===== config.mk =====
export PLATFORM = sky130hd
export DESIGN_NAME = tbps_top
export DESIGN_NICKNAME = d
export VERILOG_FILES = /design/src/tbps_pkg.sv /design/src/tbps_top.sv
export SDC_FILE = /design/constraint.sdc
export NUM_CORES = 1
export LEC_CHECK = 0
export ABC_AREA = 1
export ABC_CLOCK_PERIOD_IN_PS = 3400
export BUFFER_PORTS_ARGS = -buffer_cell sky130_fd_sc_hd__buf_2
export CORE_MARGIN = 2
export CORE_UTILIZATION = 51
export DETAILED_ROUTE_END_ITERATION = 10
export GPL_TIMING_DRIVEN = 0
export PLACE_DENSITY_LB_ADDON = 0.15
export SYNTH_ARGS = -nofsm -noshare
export SYNTH_HDL_FRONTEND = slang
export SYNTH_SLANG_ARGS = --single-unit

===== constraint.sdc =====
create_clock -name aclk -period 3.4 [get_ports aclk]
set_input_delay 0.68 -clock aclk [delete_from_list [all_inputs] [get_ports aclk]]
set_output_delay 0.68 -clock aclk [all_outputs]
set_load 0.02 [all_outputs]

===== src/tbps_pkg.sv =====
// shared constants for the timebase prescaler and clock select block
// assumes a 32-bit axi4-lite master and one system clock
package tbps_pkg;
    // register byte addresses, one aligned word each
    localparam logic [7:0] ADDR_CTRL  = 8'h00;
    localparam logic [7:0] ADDR_TB1   = 8'h04;
    localparam logic [7:0] ADDR_TB2   = 8'h08;
    // control register field positions
    localparam int         CTRL_PSCK  = 0;
    localparam int         CTRL_BYP   = 1;
    localparam int         CTRL_P1    = 2;
    localparam int         CTRL_GATE  = 4;
    localparam int         CTRL_EDGE  = 5;
    localparam int         CTRL_P2    = 6;
    localparam logic [7:0] CTRL_RESET = 8'h00;
    // source divider terminal counts (divide ratio minus one)
    localparam logic [4:0] HALF_LIM   = 5'h01;
    localparam logic [4:0] DIV4_LIM   = 5'h03;
    localparam logic [4:0] DIV32_LIM  = 5'h1f;
    // axi response codes
    localparam logic [1:0] RESP_OKAY  = 2'h0;
    localparam logic [1:0] RESP_SLV   = 2'h2;
    // second timebase source modes, coded {gate, edge}
    localparam logic [1:0] MODE_RISE  = 2'h0;
    localparam logic [1:0] MODE_FALL  = 2'h1;
    localparam logic [1:0] MODE_GATED = 2'h2;
    localparam logic [1:0] MODE_BOTH  = 2'h3;
endpackage : tbps_pkg


===== src/tbps_top.sv =====
// two free-running timebase counters with clock select and prescalers,
// control and counts reached over an axi4-lite slave
// assumes ext_clk_in phases of two system clocks or more
//
// Design decisions made here: the placing of the registers and register access over AXI4-Lite.
`timescale 1ns/10ps
`default_nettype none
module tbps_top
    import tbps_pkg::*;
#(
    parameter int CNT_W = 16
) (
    input  wire logic             aclk,
    input  wire logic             aresetn,
    input  wire logic [7:0]       s_axi_awaddr,
    input  wire logic             s_axi_awvalid,
    output logic                  s_axi_awready,
    input  wire logic [31:0]      s_axi_wdata,
    input  wire logic [3:0]       s_axi_wstrb,
    input  wire logic             s_axi_wvalid,
    output logic                  s_axi_wready,
    output logic [1:0]            s_axi_bresp,
    output logic                  s_axi_bvalid,
    input  wire logic             s_axi_bready,
    input  wire logic [7:0]       s_axi_araddr,
    input  wire logic             s_axi_arvalid,
    output logic                  s_axi_arready,
    output logic [31:0]           s_axi_rdata,
    output logic [1:0]            s_axi_rresp,
    output logic                  s_axi_rvalid,
    input  wire logic             s_axi_rready,
    input  wire logic             ext_clk_in,
    output logic [CNT_W-1:0]      tb1_count,
    output logic [CNT_W-1:0]      tb2_count
);
    import tbps_pkg::*;

    // true when the prescaler counter completes a group of 2**code ticks
    function automatic logic presc_hit(input logic [2:0] cnt, input logic [1:0] code);
        logic [2:0] mask;
        mask = 3'((4'h1 << code) - 4'h1);
        return (cnt & mask) == mask;
    endfunction : presc_hit

    // word-aligned decode shared by reads and writes
    function automatic logic is_mapped(input logic [7:0] a);
        logic [7:0] w;
        w = {a[7:2], 2'h0};
        if (w == ADDR_CTRL) return 1'b1;
        else if (w == ADDR_TB1) return 1'b1;
        else if (w == ADDR_TB2) return 1'b1;
        else return 1'b0;
    endfunction : is_mapped

    logic             aw_full_reg, aw_full_next;
    logic [7:0]       awaddr_reg, awaddr_next;
    logic             w_full_reg, w_full_next;
    logic [31:0]      wdata_reg, wdata_next;
    logic [3:0]       wstrb_reg, wstrb_next;
    logic             bvalid_reg, bvalid_next;
    logic [1:0]       bresp_reg, bresp_next;
    logic             rvalid_reg, rvalid_next;
    logic [31:0]      rdata_reg, rdata_next;
    logic [1:0]       rresp_reg, rresp_next;
    logic [7:0]       ctrl_reg, ctrl_next;
    logic             wr_go;
    logic             wr_ctrl;
    logic [4:0]       div_reg, div_next;
    logic [4:0]       div_lim;
    logic             src1_tick;
    logic [2:0]       pc1_reg, pc1_next;
    logic             tb1_tick;
    logic [CNT_W-1:0] tb1_reg, tb1_next;
    logic             sy1_reg, sy2_reg, sy3_reg;
    logic             rise_ev, fall_ev;
    logic [1:0]       mode2;
    logic             src2_tick;
    logic [2:0]       pc2_reg, pc2_next;
    logic             tb2_tick;
    logic [CNT_W-1:0] tb2_reg, tb2_next;
    logic [4:0]       gap_reg, gap_next;
    logic             dirty_reg, dirty_next;

    // handshake outputs are plain decodes of the holding flags
    assign s_axi_awready = !aw_full_reg;
    assign s_axi_wready  = !w_full_reg;
    assign s_axi_bvalid  = bvalid_reg;
    assign s_axi_bresp   = bresp_reg;
    assign s_axi_arready = !rvalid_reg;
    assign s_axi_rvalid  = rvalid_reg;
    assign s_axi_rdata   = rdata_reg;
    assign s_axi_rresp   = rresp_reg;
    assign tb1_count     = tb1_reg;
    assign tb2_count     = tb2_reg;

    // write channel: address and data latched in either order, then one commit
    always_comb begin
        aw_full_next = aw_full_reg;
        awaddr_next  = awaddr_reg;
        w_full_next  = w_full_reg;
        wdata_next   = wdata_reg;
        wstrb_next   = wstrb_reg;
        bvalid_next  = bvalid_reg;
        bresp_next   = bresp_reg;
        ctrl_next    = ctrl_reg;
        if (s_axi_awvalid && !aw_full_reg) begin
            aw_full_next = 1'b1;
            awaddr_next  = s_axi_awaddr;
        end
        if (s_axi_wvalid && !w_full_reg) begin
            w_full_next = 1'b1;
            wdata_next  = s_axi_wdata;
            wstrb_next  = s_axi_wstrb;
        end
        if (bvalid_reg && s_axi_bready) begin
            bvalid_next = 1'b0;
        end
        // commit waits for the previous response so no answer is overwritten
        wr_go   = aw_full_reg && w_full_reg && !bvalid_reg;
        wr_ctrl = wr_go && ({awaddr_reg[7:2], 2'h0} == ADDR_CTRL) && wstrb_reg[0];
        if (wr_go) begin
            aw_full_next = 1'b0;
            w_full_next  = 1'b0;
            bvalid_next  = 1'b1;
            bresp_next   = is_mapped(awaddr_reg) ? RESP_OKAY : RESP_SLV;
        end
        if (wr_ctrl) begin
            ctrl_next = wdata_reg[7:0];
        end
    end

    // read channel: one outstanding read, data captured at the address handshake
    always_comb begin
        logic [7:0] ra;
        ra          = {s_axi_araddr[7:2], 2'h0};
        rvalid_next = rvalid_reg;
        rdata_next  = rdata_reg;
        rresp_next  = rresp_reg;
        if (rvalid_reg && s_axi_rready) begin
            rvalid_next = 1'b0;
        end
        if (s_axi_arvalid && !rvalid_reg) begin
            rvalid_next = 1'b1;
            rresp_next  = is_mapped(s_axi_araddr) ? RESP_OKAY : RESP_SLV;
            if (ra == ADDR_CTRL) rdata_next = {24'h000000, ctrl_reg};
            else if (ra == ADDR_TB1) rdata_next = 32'(tb1_reg);
            else if (ra == ADDR_TB2) rdata_next = 32'(tb2_reg);
            else rdata_next = 32'h00000000;
        end
    end

    always_ff @(posedge aclk) begin
        if (!aresetn) begin
            aw_full_reg <= 1'b0;
            awaddr_reg  <= 8'h00;
            w_full_reg  <= 1'b0;
            wdata_reg   <= 32'h00000000;
            wstrb_reg   <= 4'h0;
            bvalid_reg  <= 1'b0;
            bresp_reg   <= RESP_OKAY;
            rvalid_reg  <= 1'b0;
            rdata_reg   <= 32'h00000000;
            rresp_reg   <= RESP_OKAY;
            ctrl_reg    <= CTRL_RESET;
        end else begin
            aw_full_reg <= aw_full_next;
            awaddr_reg  <= awaddr_next;
            w_full_reg  <= w_full_next;
            wdata_reg   <= wdata_next;
            wstrb_reg   <= wstrb_next;
            bvalid_reg  <= bvalid_next;
            bresp_reg   <= bresp_next;
            rvalid_reg  <= rvalid_next;
            rdata_reg   <= rdata_next;
            rresp_reg   <= rresp_next;
            ctrl_reg    <= ctrl_next;
        end
    end

    // timebase one: source divider, 3-bit prescaler, counter
    always_comb begin
        if (ctrl_reg[CTRL_BYP]) div_lim = HALF_LIM;
        else if (ctrl_reg[CTRL_PSCK]) div_lim = DIV4_LIM;
        else div_lim = DIV32_LIM;
        // >= so a shorter ratio written mid-count wraps at once
        src1_tick = (div_reg >= div_lim);
        div_next  = src1_tick ? 5'h00 : div_reg + 5'h01;
        pc1_next  = src1_tick ? pc1_reg + 3'h1 : pc1_reg;
        tb1_tick  = src1_tick && presc_hit(pc1_reg, ctrl_reg[CTRL_P1 +: 2]);
        tb1_next  = tb1_tick ? tb1_reg + 1'b1 : tb1_reg;
    end

    // timebase two: pick pin edges or gated sysclk, then prescale
    always_comb begin
        rise_ev   = sy2_reg && !sy3_reg;
        fall_ev   = !sy2_reg && sy3_reg;
        mode2     = {ctrl_reg[CTRL_GATE], ctrl_reg[CTRL_EDGE]};
        case (mode2)
            MODE_RISE:  src2_tick = rise_ev;
            MODE_FALL:  src2_tick = fall_ev;
            MODE_GATED: src2_tick = sy2_reg;
            default:    src2_tick = rise_ev || fall_ev;
        endcase
        pc2_next  = src2_tick ? pc2_reg + 3'h1 : pc2_reg;
        tb2_tick  = src2_tick && presc_hit(pc2_reg, ctrl_reg[CTRL_P2 +: 2]);
        tb2_next  = tb2_tick ? tb2_reg + 1'b1 : tb2_reg;
    end

    // checking aid: cycles since last divider tick, void after a control write
    always_comb begin
        gap_next   = src1_tick ? 5'h00 : (gap_reg == 5'h1f ? gap_reg : gap_reg + 5'h01);
        dirty_next = wr_ctrl || (dirty_reg && !src1_tick);
    end

    // sy1 feeds only sy2; edges are taken between sy2 and sy3
    always_ff @(posedge aclk) begin
        if (!aresetn) begin
            div_reg   <= 5'h00;
            pc1_reg   <= 3'h0;
            tb1_reg   <= '0;
            sy1_reg   <= 1'b0;
            sy2_reg   <= 1'b0;
            sy3_reg   <= 1'b0;
            pc2_reg   <= 3'h0;
            tb2_reg   <= '0;
            gap_reg   <= 5'h00;
            dirty_reg <= 1'b0;
        end else begin
            div_reg   <= div_next;
            pc1_reg   <= pc1_next;
            tb1_reg   <= tb1_next;
            sy1_reg   <= ext_clk_in;
            sy2_reg   <= sy1_reg;
            sy3_reg   <= sy2_reg;
            pc2_reg   <= pc2_next;
            tb2_reg   <= tb2_next;
            gap_reg   <= gap_next;
            dirty_reg <= dirty_next;
        end
    end
endmodule : tbps_top
`default_nettype wire


-- After elaboration in Yosys (flattened, before gate mapping)
Index checks and enable logic that the tools add are counted.
- divide/modulo/power cells: 0
- multiply operators: 0
- order comparisons: 1
- reduce and logical (&&, ||, !) cells: 27
- multiplexer cells: 20
- $add $sub $neg: 7
- eq/ne operators: 8
- bitwise logic cells: 3
- shift-type cells: 2
- operators by type and width (cell ; number):
    two-way mux 16 bit ; 3
    adder 16 x 1 -> 16 bit, second input constant ; 2
    logical AND 1 bit ; 13
    == test 6 x 1 -> 1 bit, second input constant ; 2
    == test 6 x 2 -> 1 bit, second input constant ; 2
    zero test 6 bit ; 2
    two-way mux 1 bit ; 12
    two-way mux 5 bit ; 2
    adder 3 x 1 -> 3 bit, second input constant ; 2
    AND 3 bit ; 2
    == test 3 bit ; 2
    zero test 1 bit ; 6
    left shift 1 x 2 -> 3 bit, first input constant ; 2
    subtractor 3 x 1 -> 3 bit, second input constant ; 2
    adder 5 x 1 -> 5 bit, second input constant ; 1
    >= comparator 5 bit ; 1
    two-way mux 2 bit ; 2
    nonzero test 2 bit ; 2
    OR reduction 2 bit ; 2
    case mux 1 bit (3 select lines) ; 1
    == test 2 x 1 -> 1 bit, second input constant ; 1
    == test 2 bit, second input constant ; 1
    zero test 2 bit ; 1
    logical OR 1 bit ; 1
    NOT 1 bit ; 1
- logic and storage cells: 87
- bits in writable memories: 0
- register bits: 111
- latch bits: 0
- bits in read-only memories: 0
- memories: 0

-- Logic depth before layout (Yosys ltp)
- depth after elaboration: 6
- mapped depth: 12
- mapped depth without buffers: 11

-- Worst setup path before layout
OpenSTA, ideal clock, no wires.
- kind: reg-to-reg
- start: register ctrl_reg[1]
- end: register tb1_reg[6] (netlist: tb1_count[6])
- buffers on the path: 2
- setup slack: 1.786 ns
- cell stages (with the launch flop): 13
- clock period less this slack: 1.614 ns
- arrival: 1.479 ns
- setup time: 0.135 ns
- data required time: 3.265 ns
- path through: dfxtp_1 inv_1 nand2_1 ha_1 nand2_1 nor2_1 nand2_1 nand2_2 nand2b_4 buf_6 buf_12 nand2_1 a21oi_2
- cells in the longest elaborated chain, start to end: 3
- RTL lines (what ; RTL line ; text):
    start: declaration ; tbps_top.sv:65 ; logic [7:0] ctrl_reg, ctrl_next;
    start signal: assignment ; tbps_top.sv:176 ; ctrl_reg <= ctrl_next;
    two-way mux 5 bit ; tbps_top.sv:182 ; if (ctrl_reg[CTRL_BYP]) div_lim = HALF_LIM;
    >= comparator 5 bit ; tbps_top.sv:186 ; src1_tick = (div_reg >= div_lim);
    logical AND 1 bit ; tbps_top.sv:189 ; tb1_tick = src1_tick && presc_hit(pc1_reg, ctrl_reg[CTRL_P1 +: 2]);
    end signal: assignment ; tbps_top.sv:231 ; tb1_reg <= tb1_next;
    end: declaration ; tbps_top.sv:73 ; logic [CNT_W-1:0] tb1_reg, tb1_next;
Every way passes these cells.
A chain may end at the register's enable or synchronous reset.

-- Worst setup path after layout
- start: register ctrl_reg[1]
- end: register tb1_reg[8] (netlist: tb1_count[8])
Same word-level chain as after synthesis.

==> run_results.csv <==
group,metric,value,unit
clock_tree,clockBufferDepth,2,
clock_tree,clk_latency,370,ps
routing,drtPass1Iterations,4,
die,die_w,99.9,µm
grt,antenna_found_initial,0,
sta,timing_worst_slew_pin_value,597,ps
sta,max_slew_margin,60.2,%
power,p_sw,577,µW
outcome,status,"finished clean",
critical_path,crit_type,"flop to flop",
grt,grt_pass1_wl,19300,µm
sta,rsz0062_at_grt,"no",
synth,synth_cells,667,
die,io_pins,133,
grt,grt_pass1_vias,4191,
sta,fin_skew,6.06,ps
critical_path,crit_arrival,2160,ps
place,dpl.hpwl,8660,µm
die,core.rowCount,34,
synth,ys_async_sr_fraction,0,%
critical_path,r2r_cells,12,
clock_tree,cts_buffers,9,
critical_path,critPathMaxFanout,10,
clock_tree,cts_hold_buffers,0,
finish,area_delta_synth_final,16.7,%
power,swShare,28.5,%
sta,layout_min_cycle_time,1850,ps
routing,avgViaCountPerCell,5.06,
sta,hold_viol,0,
finish,diodes,0,
power,p_comb_share,10.3,%
clock_tree,cts.clk_slew.worst_paths,90,ps
sta,drv_slew,0,
synth,synth_cell_types,38,
die,die_area,9980,µm²
synth,syn_area_per_cell,7.03,µm²
sta,setup_tns,0,ps
power,p_seq_share,55.4,%
routing,routed_wirelength,11500,µm
clock_tree,post_cts_resized,0,
power,leakage,0.00237,µW
worst_hold_path,worstHoldPathCells,2,
power,fin_total_pwr,2020,µW
synth,yosysSeqAreaShare,38.9,%
routing,ant_nets,0,
critical_path,cp-start-kind,"flop",
finish,nets,847,
finish,drive_gt1_share,21.3,%
die,initial_core_util,53.2,%
clock_tree,post_cts_buffers,0,
place,place.gp.congestion,0.905,
synth,synth.largest_area_cell,"dfxtp_1",
synth,ys.flop_type,"dfxtp_1",
synth,yosys_warnings,0,
routing,dr.first_iter.drc_count,151,
grt,grtUsageTotal,23.9,%
clock_tree,cts_sinks,91,
worst_hold_path,hold_class,"flop to flop",
clock_tree,h-tree-depth,3,
synth,synth_seq_cells,91,
finish,fillCellCount,846,
synth,synth-edff-count,0,
clock_tree,cts_root_buffer,"clkbuf_8",
sta,clock.fmax,542,MHz
synth,synthTopCellsByArea,"dfxtp_1, nand2_1, o21ai_0",
die,coreArea,8810,µm²
grt,grt.overflow.total,0,
place,port_buffers,81,
synth,yosysTopAreaCellShare,38.9,%
critical_path,critPathRequiredTime,3710,ps
finish,multi_input_area,2440,µm²
routing,drc,0,
critical_path,end_kind,"flop",
synth,synth_common_cells,"nand2_1, dfxtp_1, nor2_1, o21ai_0, a21oi_1",
routing,vias,4497,
power,p_per_area,370,nW/µm²
routing,wire_per_inst,12.9,µm
die,die_h,99.9,µm
sta,setup-violations-final,0,
synth,yosysMostFrequentCell,"nand2_1",
power,vdd_drop_max,0.327,mV
finish,seq_area,1820,µm²
run,drv_cap,0,
sta,post-route-period-util,54.3,%
clock_tree,cts_tree,"done",
synth,syn_area,4690,µm²
grt,grt_max_degree,17,
power,clkPwrFrac,34.3,%
power,p_int,1450,µW
[placed cells by master, fill, tap and decap left out, drive strengths merged]
cell | Yosys | layout
inv | 52 | 54
clkbuf | 7 | 17
clkinv | 4 | 7
buf | 32 | 113
or2 | 1 | 1
o21a | 1 | 1
ha | 11 | 11
o21bai | 1 | 1
nand4 | 11 | 11
nor2 | 92 | 92
xor2 | 13 | 13
dfxtp | 91 | 91
conb | 1 | 18
nand2 | 181 | 181
nand2b | 1 | 1
xnor2 | 3 | 3
nor3 | 1 | 1
nor3b | 1 | 1
a21oi | 65 | 65
o21ai | 68 | 68
nand3b | 1 | 1
clkinvlp | 0 | 1
nand3 | 29 | 29
[metal layers]
| layer | track usage, % | wire length, µm |
|---|---|---|
| met1 | 30.8 | 5180 |
| met2 | 40.9 | 5520 |
| met3 | 4.94 | 586 |
| met4 | 6.53 | 184 |
| met5 | 0 | 0 |
[critical path, stage by stage, from the launching register on]
cell,delay [ps]
dfxtp_1,320
inv_1,90
nand2_1,120
ha_1,320
nand2_1,60
nor2_1,90
nand2_1,60
nand2_2,160
inv_4,80
nor2_8,130
buf_8,140
nand2_1,70
a21oi_2,120
[cells by family (layout without fill, tap and decap cells)]
group,count (synthesis),after routing,synth area share (%)
flops,91,91,38.9
simple gates,318,318,29.6
fa+ha+maj,11,11,2.94
compound gates,135,135,15.0
other cells,1,18,0.0800
buf+inv,95,192,10.5
xor+xnor,16,16,2.99
[power by group through the flow]
stage               combinational (µW)  clock, µW  sequential, µW
floorplan                          135          0            1150
global placement                   202          0            1140
detailed placement                 208          0            1150
CTS                                209        704            1120
global route                       234        744            1130
finish                             209        694            1120
[metrics by stage]
| stage | util (%) | hold WS, ps | instance area (µm²) | std cells | setup WS (ps) |
|---|---|---|---|---|---|
| 4_1_cts | 62.1 | 438 | 5470 | 889 | 1540 |
| 3_5_place_dp | 60.1 | 417 | 5290 | 873 | 1380 |
| 2_1_floorplan | - | 390 | 4750 | 684 | 1790 |
| 5_1_grt | 62.1 | 473 | 5470 | 889 | 1370 |
| 3_3_place_gp | 60.1 | 395 | 5290 | 873 | 1390 |
| 6_report | 62.1 | 430 | 5470 | 889 | 1550 |
[final timing paths]
| check | startpoint | end | slack [ps] |
|---|---|---|---|
| setup reg to reg | ctrl_reg[1] | tb1_count[8] | 1550 |
| hold reg to reg | sy1_reg | sy2_reg | 430 |
| hold / removal | sy1_reg | sy2_reg | 430 |
| setup / recovery | ctrl_reg[1] | tb1_count[8] | 1550 |
[layout make-up]
class	instances	share of cell area (%)
flip-flops and latches	91	33.3
clock buffers	10	2.33
clock inverters	6	0.915
inverters	56	3.89
multi-input cells	498	44.5
well taps	108	2.47
repair buffers	81	7.41
plain buffers	39	5.15
(Power assumes the default switching activity.)
